[src/verilog/flash_host_map.svh]
`ifndef FLASH_HOST_MAP_SVH
`define FLASH_HOST_MAP_SVH

// ------------------------------------------------------------
// Register map (byte offsets)
// ------------------------------------------------------------
`define REG_CTRL 4'h0
`define REG_ADDR 4'h4
`define REG_WDATA 4'h8
`define REG_STATUS 4'hc
`define STAT_BUSY 0
`define STAT_OK 1
`define STAT_FAIL 2
`define STAT_TIMEOUT 3
`define STAT_RDATA_LSB 8

// ------------------------------------------------------------
// Flash data bits and commands
// ------------------------------------------------------------
`define BIT_TOGGLE_ONE 6
`define BIT_TIMEOUT_ERR 5
`define UNLOCK_ADDR1 17'h00555
`define UNLOCK_ADDR2 17'h002aa
`define UNLOCK_DATA1 8'haa
`define UNLOCK_DATA2 8'h55
`define CMD_PROGRAM 8'ha0
`define CMD_ERASE_SETUP 8'h80
`define CMD_CHIP_ERASE 8'h10
`define CMD_SECTOR_ERASE 8'h30
`define CMD_RESET 8'hf0

// ------------------------------------------------------------
// Bus cycle timing
// ------------------------------------------------------------
`define CLK_PERIOD_NS 10
`define STROBE_NS 80
`define HOLD_NS 30
`define STROBE_CYC ((`STROBE_NS + `CLK_PERIOD_NS - 1) / `CLK_PERIOD_NS)
`define HOLD_CYC ((`HOLD_NS + `CLK_PERIOD_NS - 1) / `CLK_PERIOD_NS)
`endif

[src/verilog/flash_host_pkg.sv]
package flash_host_pkg;
  typedef enum logic [2:0] {
    OP_NONE = 3'h0,
    OP_PROGRAM = 3'h1,
    OP_CHIP_ERASE = 3'h2,
    OP_SECTOR_ERASE = 3'h3,
    OP_READ = 3'h4,
    OP_RESET = 3'h5
  } op_t;
  typedef enum {CY_IDLE, CY_SETUP, CY_STROBE, CY_HOLD} cyc_state_t;
  typedef enum {ST_IDLE, ST_SEQ, ST_RDA, ST_RDB, ST_EVAL, ST_RST} ctl_state_t;
endpackage : flash_host_pkg

[src/verilog/flash_cycle.sv]
`timescale 1ns/1ns
`include "flash_host_map.svh"
module flash_cycle (
  // Clock and reset
  input wire logic i_mclk,
  input wire logic i_srst,
  // Cycle request
  input wire logic i_start,
  input wire logic i_write,
  input wire logic [16:0] i_addr,
  input wire logic [7:0] i_wdata,
  output logic o_busy,
  output logic o_done,
  output logic [7:0] o_rdata,
  // Flash pins
  input wire logic [7:0] i_dq,
  output logic [7:0] o_dq,
  output logic o_dq_oe,
  output logic [16:0] o_addr,
  output logic o_ce_n,
  output logic o_oe_n,
  output logic o_we_n
);
  flash_host_pkg::cyc_state_t state_q;
  logic [3:0] cnt_q;
  logic write_q;
  logic [7:0] dq_meta_q;
  logic [7:0] dq_sync_q;
  wire logic strobe_last = cnt_q == 4'(`STROBE_CYC - 1);
  wire logic hold_last = cnt_q == 4'(`HOLD_CYC - 1);

  // ------------------------------------------------------------
  // Data pin synchroniser
  // ------------------------------------------------------------
  always_ff @(posedge i_mclk) begin
    dq_meta_q <= i_dq;
    dq_sync_q <= dq_meta_q;
  end

  // ------------------------------------------------------------
  // One bus cycle: setup, strobe low, strobe high recovery
  // ------------------------------------------------------------
  // Every cycle raises chip select at its end, so each read is a
  // separate access and the device advances its toggle bits.
  assign o_busy = state_q != flash_host_pkg::CY_IDLE;
  assign o_done = state_q == flash_host_pkg::CY_HOLD && hold_last;

  always_ff @(posedge i_mclk) begin
    if (i_srst) begin
      state_q <= flash_host_pkg::CY_IDLE;
      cnt_q <= 4'h0;
      write_q <= 1'b0;
      o_rdata <= 8'h00;
      o_dq <= 8'h00;
      o_dq_oe <= 1'b0;
      o_addr <= 17'h00000;
      o_ce_n <= 1'b1;
      o_oe_n <= 1'b1;
      o_we_n <= 1'b1;
    end else begin
      cnt_q <= cnt_q + 4'h1;
      unique case (state_q)
        flash_host_pkg::CY_IDLE: begin
          if (i_start) begin
            state_q <= flash_host_pkg::CY_SETUP;
            write_q <= i_write;
            o_addr <= i_addr;
            o_dq <= i_wdata;
            o_dq_oe <= i_write;
            o_ce_n <= 1'b0;
          end
        end
        flash_host_pkg::CY_SETUP: begin
          state_q <= flash_host_pkg::CY_STROBE;
          cnt_q <= 4'h0;
          o_oe_n <= write_q;
          o_we_n <= !write_q;
        end
        flash_host_pkg::CY_STROBE: begin
          if (strobe_last) begin
            // Sample late so the two sync stages still see settled data
            state_q <= flash_host_pkg::CY_HOLD;
            cnt_q <= 4'h0;
            if (!write_q) begin
              o_rdata <= dq_sync_q;
            end
            o_oe_n <= 1'b1;
            o_we_n <= 1'b1;
            o_ce_n <= 1'b1;
          end
        end
        flash_host_pkg::CY_HOLD: begin
          if (hold_last) begin
            state_q <= flash_host_pkg::CY_IDLE;
            o_dq_oe <= 1'b0;
          end
        end
      endcase
    end
  end

  chk_strobe_width: assert property (@(posedge i_mclk) disable iff (i_srst)
    $fell(o_we_n) |-> !o_we_n [*8] ##1 o_we_n)
    else $error("write strobe width wrong");
endmodule : flash_cycle

[src/verilog/flash_host.sv]
`timescale 1ns/1ns
`include "flash_host_map.svh"
module flash_host (
  // Clock and reset
  input wire logic i_mclk,
  input wire logic i_srst,
  // AHB-Lite slave
  input wire logic i_hsel,
  input wire logic [31:0] i_haddr,
  input wire logic [1:0] i_htrans,
  input wire logic i_hwrite,
  input wire logic [2:0] i_hsize,
  input wire logic [31:0] i_hwdata,
  input wire logic i_hready,
  output logic o_hreadyout,
  output logic o_hresp,
  output logic [31:0] o_hrdata,
  // Flash pins
  input wire logic [7:0] i_dq,
  output logic [7:0] o_dq,
  output logic o_dq_oe,
  output logic [16:0] o_addr,
  output logic o_ce_n,
  output logic o_oe_n,
  output logic o_we_n
);
  flash_host_pkg::ctl_state_t state_q;
  flash_host_pkg::op_t op_q;
  logic [16:0] addr_q;
  logic [7:0] wdata_q;
  logic [7:0] rd_a_q;
  logic [7:0] rd_b_q;
  logic [2:0] step_q;
  logic recheck_q;
  logic ok_q;
  logic fail_q;
  logic timeout_q;
  logic wait_q;
  logic wr_pend_q;
  logic [3:0] bus_addr_q;
  logic cyc_busy;
  logic cyc_done;
  logic [7:0] cyc_rdata;

  // ------------------------------------------------------------
  // Command sequence tables
  // ------------------------------------------------------------
  function automatic logic [24:0] seq_word(flash_host_pkg::op_t op,
      logic [2:0] step, logic [16:0] a, logic [7:0] d);
    logic [24:0] w;
    w = {a, `CMD_RESET};
    unique case (step)
      3'h0: w = {`UNLOCK_ADDR1, `UNLOCK_DATA1};
      3'h1: w = {`UNLOCK_ADDR2, `UNLOCK_DATA2};
      3'h2: w = {`UNLOCK_ADDR1, op == flash_host_pkg::OP_PROGRAM ?
                 `CMD_PROGRAM : `CMD_ERASE_SETUP};
      3'h3: w = op == flash_host_pkg::OP_PROGRAM ? {a, d} :
                {`UNLOCK_ADDR1, `UNLOCK_DATA1};
      3'h4: w = {`UNLOCK_ADDR2, `UNLOCK_DATA2};
      3'h5: w = op == flash_host_pkg::OP_CHIP_ERASE ?
                {`UNLOCK_ADDR1, `CMD_CHIP_ERASE} : {a, `CMD_SECTOR_ERASE};
      default: w = {a, `CMD_RESET};
    endcase
    if (op == flash_host_pkg::OP_RESET) begin
      w = {a, `CMD_RESET};
    end
    return w;
  endfunction : seq_word

  function automatic logic [2:0] seq_last(flash_host_pkg::op_t op);
    logic [2:0] n;
    n = 3'h0;
    if (op == flash_host_pkg::OP_PROGRAM) begin
      n = 3'h3;
    end else if (op == flash_host_pkg::OP_CHIP_ERASE ||
                 op == flash_host_pkg::OP_SECTOR_ERASE) begin
      n = 3'h5;
    end
    return n;
  endfunction : seq_last

  // ------------------------------------------------------------
  // Bus slave decode
  // ------------------------------------------------------------
  wire logic bus_take = i_hsel && i_hready && i_htrans[1];
  wire logic bus_wr_ctrl = wr_pend_q && bus_addr_q == `REG_CTRL;
  wire logic busy = state_q != flash_host_pkg::ST_IDLE;
  wire flash_host_pkg::op_t new_op = flash_host_pkg::op_t'(i_hwdata[2:0]);
  wire logic op_valid = new_op != flash_host_pkg::OP_NONE &&
                        i_hwdata[2:0] <= 3'h5;
  wire logic launch = bus_wr_ctrl && !busy && op_valid;
  wire logic [15:0] status_word = {rd_b_q, 4'h0, timeout_q, fail_q,
                                   ok_q, busy};
  wire logic [31:0] read_mux =
    i_haddr[3:0] == `REG_CTRL ? {29'h0, op_q} :
    i_haddr[3:0] == `REG_ADDR ? {15'h0, addr_q} :
    i_haddr[3:0] == `REG_WDATA ? {24'h0, wdata_q} :
    i_haddr[3:0] == `REG_STATUS ? {16'h0, status_word} : 32'h0;
  wire logic addr_mapped = i_haddr[31:4] == 28'h0;

  assign o_hreadyout = 1'b1;
  assign o_hresp = 1'b0;

  always_ff @(posedge i_mclk) begin
    if (i_srst) begin
      wr_pend_q <= 1'b0;
      bus_addr_q <= 4'h0;
      o_hrdata <= 32'h0;
    end else begin
      wr_pend_q <= bus_take && i_hwrite && addr_mapped;
      if (bus_take) begin
        bus_addr_q <= i_haddr[3:0];
        o_hrdata <= addr_mapped ? read_mux : 32'h0;
      end
    end
  end

  // ------------------------------------------------------------
  // Flash cycle issue
  // ------------------------------------------------------------
  wire logic want_cyc = state_q == flash_host_pkg::ST_SEQ ||
                        state_q == flash_host_pkg::ST_RDA ||
                        state_q == flash_host_pkg::ST_RDB ||
                        state_q == flash_host_pkg::ST_RST;
  wire logic cyc_start = want_cyc && !wait_q && !cyc_busy;
  wire logic cyc_write = state_q == flash_host_pkg::ST_SEQ ||
                         state_q == flash_host_pkg::ST_RST;
  wire flash_host_pkg::op_t seq_op = state_q == flash_host_pkg::ST_RST ?
                                     flash_host_pkg::OP_RESET : op_q;
  wire logic [24:0] cmd_word = seq_word(seq_op, step_q, addr_q, wdata_q);
  // Reads always go to the target so polling stays in its sector
  wire logic [16:0] cyc_addr = cyc_write ? cmd_word[24:8] : addr_q;
  wire logic toggling = rd_a_q[`BIT_TOGGLE_ONE] ^
                        rd_b_q[`BIT_TOGGLE_ONE];

  flash_cycle u_cycle (
    .i_mclk(i_mclk),
    .i_srst(i_srst),
    .i_start(cyc_start),
    .i_write(cyc_write),
    .i_addr(cyc_addr),
    .i_wdata(cmd_word[7:0]),
    .o_busy(cyc_busy),
    .o_done(cyc_done),
    .o_rdata(cyc_rdata),
    .i_dq(i_dq),
    .o_dq(o_dq),
    .o_dq_oe(o_dq_oe),
    .o_addr(o_addr),
    .o_ce_n(o_ce_n),
    .o_oe_n(o_oe_n),
    .o_we_n(o_we_n)
  );

  // ------------------------------------------------------------
  // Registers written by software
  // ------------------------------------------------------------
  always_ff @(posedge i_mclk) begin
    if (i_srst) begin
      addr_q <= 17'h0;
      wdata_q <= 8'h0;
    end else if (wr_pend_q && !busy) begin
      if (bus_addr_q == `REG_ADDR) begin
        addr_q <= i_hwdata[16:0];
      end
      if (bus_addr_q == `REG_WDATA) begin
        wdata_q <= i_hwdata[7:0];
      end
    end
  end

  // ------------------------------------------------------------
  // Sequencer
  // ------------------------------------------------------------
  always_ff @(posedge i_mclk) begin
    if (i_srst) begin
      state_q <= flash_host_pkg::ST_IDLE;
      op_q <= flash_host_pkg::OP_NONE;
      step_q <= 3'h0;
      wait_q <= 1'b0;
      recheck_q <= 1'b0;
      ok_q <= 1'b0;
      fail_q <= 1'b0;
      timeout_q <= 1'b0;
      rd_a_q <= 8'h0;
      rd_b_q <= 8'h0;
    end else begin
      if (cyc_start) begin
        wait_q <= 1'b1;
      end else if (cyc_done) begin
        wait_q <= 1'b0;
      end
      unique case (state_q)
        flash_host_pkg::ST_IDLE: begin
          if (launch) begin
            op_q <= new_op;
            step_q <= 3'h0;
            recheck_q <= 1'b0;
            ok_q <= 1'b0;
            fail_q <= 1'b0;
            timeout_q <= 1'b0;
            state_q <= new_op == flash_host_pkg::OP_READ ?
                       flash_host_pkg::ST_RDA : flash_host_pkg::ST_SEQ;
          end
        end
        flash_host_pkg::ST_SEQ: begin
          if (cyc_done) begin
            step_q <= step_q + 3'h1;
            if (step_q == seq_last(op_q)) begin
              // Status is valid only after the final command strobe
              state_q <= op_q == flash_host_pkg::OP_RESET ?
                         flash_host_pkg::ST_IDLE :
                         flash_host_pkg::ST_RDA;
              ok_q <= op_q == flash_host_pkg::OP_RESET;
            end
          end
        end
        flash_host_pkg::ST_RDA: begin
          if (cyc_done) begin
            rd_a_q <= cyc_rdata;
            rd_b_q <= cyc_rdata;
            ok_q <= op_q == flash_host_pkg::OP_READ;
            state_q <= op_q == flash_host_pkg::OP_READ ?
                       flash_host_pkg::ST_IDLE : flash_host_pkg::ST_RDB;
          end
        end
        flash_host_pkg::ST_RDB: begin
          if (cyc_done) begin
            rd_b_q <= cyc_rdata;
            state_q <= flash_host_pkg::ST_EVAL;
          end
        end
        flash_host_pkg::ST_EVAL: begin
          if (!toggling) begin
            ok_q <= 1'b1;
            state_q <= flash_host_pkg::ST_IDLE;
          end else if (recheck_q) begin
            state_q <= flash_host_pkg::ST_RST;
            step_q <= 3'h0;
          end else begin
            // A timeout flag may race completion, so read another pair
            recheck_q <= rd_b_q[`BIT_TIMEOUT_ERR];
            timeout_q <= rd_b_q[`BIT_TIMEOUT_ERR];
            state_q <= flash_host_pkg::ST_RDA;
          end
        end
        flash_host_pkg::ST_RST: begin
          if (cyc_done) begin
            fail_q <= 1'b1;
            state_q <= flash_host_pkg::ST_IDLE;
          end
        end
      endcase
    end
  end

  // ------------------------------------------------------------
  // Checks
  // ------------------------------------------------------------
  chk_setup_after_unlock: assert property (@(posedge i_mclk)
    disable iff (i_srst)
    cyc_start && cyc_write && cmd_word[7:0] == `CMD_PROGRAM &&
    step_q != seq_last(op_q) && state_q == flash_host_pkg::ST_SEQ |->
    step_q == 3'h2 && cyc_addr == `UNLOCK_ADDR1)
    else $error("program setup out of place");
  chk_poll_address: assert property (@(posedge i_mclk) disable iff (i_srst)
    cyc_start && !cyc_write |-> ##1 o_addr == addr_q)
    else $error("poll read not at target address");
  chk_two_reads: assert property (@(posedge i_mclk) disable iff (i_srst)
    state_q == flash_host_pkg::ST_EVAL |->
    $past(state_q) == flash_host_pkg::ST_RDB)
    else $error("decision without second read");
  chk_ok_stable: assert property (@(posedge i_mclk) disable iff (i_srst)
    state_q == flash_host_pkg::ST_EVAL && !toggling |=>
    ok_q && !busy)
    else $error("stopped toggle not reported done");
  chk_recheck_first: assert property (@(posedge i_mclk) disable iff (i_srst)
    state_q == flash_host_pkg::ST_EVAL && toggling && !recheck_q &&
    rd_b_q[`BIT_TIMEOUT_ERR] |=> recheck_q &&
    state_q == flash_host_pkg::ST_RDA)
    else $error("timeout seen without recheck");
  chk_fail_resets: assert property (@(posedge i_mclk) disable iff (i_srst)
    state_q == flash_host_pkg::ST_EVAL && toggling && recheck_q |->
    ##[1:3] cyc_start && cmd_word[7:0] == `CMD_RESET)
    else $error("failure not followed by reset write");
  chk_fail_after_reset: assert property (@(posedge i_mclk)
    disable iff (i_srst)
    $rose(fail_q) |-> $past(state_q) == flash_host_pkg::ST_RST &&
    $past(cyc_done))
    else $error("failure flagged before reset write");
  chk_restart_clean: assert property (@(posedge i_mclk) disable iff (i_srst)
    launch |=> !recheck_q && !timeout_q && busy)
    else $error("monitoring did not restart clean");
endmodule : flash_host

[config.mk]
export PLATFORM = sky130hd
export DESIGN_NAME = flash_host
export DESIGN_NICKNAME = d
export VERILOG_FILES = /design/src/verilog/flash_host_pkg.sv /design/src/verilog/flash_cycle.sv /design/src/verilog/flash_host.sv
export VERILOG_INCLUDE_DIRS = /design/src /design/src/verilog
export SDC_FILE = /design/constraint.sdc
export NUM_CORES = 1
export LEC_CHECK = 0
export CAP_MARGIN = 5
export CORE_UTILIZATION = 35
export CTS_CLUSTER_SIZE = 24
export DETAILED_ROUTE_END_ITERATION = 12
export DONT_BUFFER_PORTS = 1
export GPL_TIMING_DRIVEN = 0
export PLACE_DENSITY = 0.57
export SETUP_SLACK_MARGIN = 0.2
export SKIP_CTS_REPAIR_TIMING = 1
export SYNTH_ARGS = -nofsm -noshare
export SYNTH_HDL_FRONTEND = slang
export SYNTH_SLANG_ARGS = --single-unit
export TNS_END_PERCENT = 5
[constraint.sdc]
create_clock -name i_mclk -period 4.27 [get_ports i_mclk]
set_input_delay 0.6405 -clock i_mclk [delete_from_list [all_inputs] [get_ports i_mclk]]
set_output_delay 0.6405 -clock i_mclk [all_outputs]
set_load 0.01 [all_outputs]
==> metrics <==
CTS Buf Count 17; Worst setup EP type register; PnR worst setup slack 1.34 ns; run status finished clean; diodes inserted 0; WP buf/inv 2; placed wire-length estimate 12.1 mm; Final nets 776; Ports 145; pre-CTS setup slack 1.45 ns; worst r2r src step_q[0]$_SDFFE_PP0P_; Die X 129 um; Area Overhead vs Synth 16.1%; Hold Path Class in -> reg; CTS Sinks 130; predominant post-synthesis flop cell dfxtp_1; clk_skew 0.00934 ns; WS Path Type reg -> reg; worst endpoint required time 4.60 ns; DR vias/cell 5.36; Worst-Margin Slew 1.18 ns; crit-path max FO 10; Starting Density 36.3%; drt total wl 16.2 mm; Final Hold Viols 0; Crit path max-delay family compound AO/OA/AOI/OAI gates; number of buffers added on ports 0; Worst-path clk slew 0.06 ns; Synth async-reset ratio 0%; mapped cell area 0.00561 mm^2; hold endpoint u_cycle.dq_meta_q[7]$_DFF_P_; EDFF count, synth 0; Max-cap violations 0; Final setup viols 0; H-tree depth 4; top achievable clock speed 341 MHz; Setup crit start step_q[0]$_SDFFE_PP0P_; antenna viol nets, final 0; drc violations 0; Setup TNS Final 0 ns; fillers 1569; RSZ-0062 raised after global routing false; worst hold stages 0; root buffer cell clkbuf_16; Synth Warn # 0; DR WL/cell 17.8 um; Final Power 2.78 mW; vias in the first global route 4561; area occupied by multi-input gates 0.00273 mm^2; reg-to-reg slack, setup 1.34 ns; Synth cell types 63; Post-Syn Area per Cell 8.64 um^2; CP Data Arrival Time 3.26 ns; CTS tree done; reg2reg path depth 7; peak supply drop 337 uV; DR iter-0 viols 378; Largest stage delay, worst path 0.80 ns; Yosys reg bits 130; Tmin final 2.93 ns; Synth Instances 649; routed via count 4867; Max clock buf depth 2; CP Launch Type register; clock insertion delay at the later pin of the skew report 0.42 ns; GRT overflow 0; Die Ht 129 um; register area share after synthesis 46.4%; Lkg Pwr 2.27 nW; crit path cell chain inv_1 -> ha_1 -> a2111oi_0 -> or4b_2 -> clkbuf_1 -> nand2_1 -> a211oi_1; Core Region 0.0154 mm^2; HP Start i_dq[7]; Worst R2R End u_cycle.o_addr[3]$_SDFFE_PP0P_; Total GRT Usage 19.8%; layout cells sized above 1 9.61%; Rel. slew slack 20.7%; Power Density 427 mW/mm^2; slowest library cell on the worst path a2111oi_0; number of antenna violations at the first check in global routing 0; largest net degree at the start of global routing 17; pins over their slew limit 0; DIE AREA 0.0165 mm^2; RePlAce Congestion 0.882; # rows 45; Initial DRT Pass Iterations 5; final worst-path cycle share 68.7%; FF/Latch Area 0.00260 mm^2; first-pass GRT wire length 24.7 mm
==> sequential cells by signal, indices dropped and copies added, names as in the netlist, 2 cells and up <==
register           count
state_q                3
u_cycle.o_rdata        8
op_q                   3
bus_addr_q             4
u_cycle.cnt_q          4
u_cycle.dq_sync_q      8
rd_b_q                 8
addr_q                17
step_q                 3
u_cycle.o_dq           8
u_cycle.dq_meta_q      8
u_cycle.state_q        2
u_cycle.o_addr        17
wdata_q                8
o_hrdata              17
==> worst max-delay path by stage <==
stage                     slack (ns)                        endpoint  cells after the start
after floorplan                 1.91       o_hrdata[16]$_SDFFE_PP0P_                      6
after global placement          1.30       o_hrdata[16]$_SDFFE_PP0P_                      6
after detailed placement        1.45  u_cycle.o_addr[3]$_SDFFE_PP0P_                      7
after CTS                       1.37  u_cycle.o_addr[3]$_SDFFE_PP0P_                      7
after global routing            1.15  u_cycle.o_addr[3]$_SDFFE_PP0P_                      7
final                           1.34  u_cycle.o_addr[3]$_SDFFE_PP0P_                      7
==> layout by cell type, fill, tap and decap left out, drive strengths merged, types with 8 or more instances in the layout <==
master,netlist,final
a211oi,11,11
a21oi,70,70
a22oi,12,12
a32oi,9,9
buf,19,20
clkbuf,41,58
conb,2,17
dfxtp,130,130
ha,10,10
inv,10,14
mux2,9,9
mux2i,11,11
nand2,105,105
nand3,20,20
nor2,55,55
nor3,8,8
nor4,10,10
o21ai,12,12
==> Yosys cell counts, drive strengths merged, types with 11 or more instances <==
master | count | area share, %
o21ai | 12 | 1.1
clkbuf | 41 | 2.7
a211oi | 11 | 1.5
nand2 | 105 | 7.0
buf | 19 | 2.4
nor2 | 55 | 3.7
dfxtp | 130 | 46
a22oi | 12 | 1.6
nand3 | 20 | 1.8
mux2i | 11 | 2.0
a21oi | 70 | 6.3
==> per-layer routing <==
layer / GRT usage, % / vias up / wire, um
met5: 0 / - / 0
met4: 7.40 / 0 / 280
met3: 5.82 / 17 / 1190
met2: 30.5 / 174 / 7360
met1: 26.1 / 2331 / 7330
li1: - / 2345 / -
==> cells by family after synthesis <==
| family | Yosys count | share of synthesized area [%] |
|---|---|---|
| AOI/OAI and AO/OA | 155 | 17.9 |
| xor gates and xnor gates | 3 | 0.469 |
| adders and majority gates | 10 | 2.23 |
| buffers and inverters | 70 | 5.85 |
| DFF | 130 | 46.4 |
| muxes | 23 | 4.98 |
| other | 2 | 0.134 |
| and+or+nand+nor | 256 | 22.0 |
==> power breakdown <==
group	switching, mW	internal, mW	total (mW)
Clock	0.591	0.815	1.41
Combinational	0.0748	0.0455	0.120
Sequential	0.0168	1.24	1.25
Total	0.683	2.10	2.78
==> area by class of cell <==
type / count / share of cell area [%]
Multi-Input combinational cell: 464 / 42.0
Tap cell: 211 / 4.06
Sequential cell: 130 / 40.0
Buffer: 60 / 4.46
Clock buffer: 17 / 6.54
Inverter: 10 / 0.577
Clock inverter: 15 / 2.35
Timing Repair Buffer: 1 / 0.0769
==> stage by stage <==
stage | hold slack (ns) | util [%] | area, um^2 | cells
floorplan | 0.310 | - | 5660 | 664
global placement | 0.311 | 38.4 | 5930 | 875
detailed placement | 0.312 | 38.4 | 5930 | 876
CTS | 0.224 | 42.2 | 6510 | 908
global route | 0.219 | 42.2 | 6510 | 908
finish | 0.239 | 42.2 | 6510 | 908
Note: power is estimated with default switching activity, not from simulation.
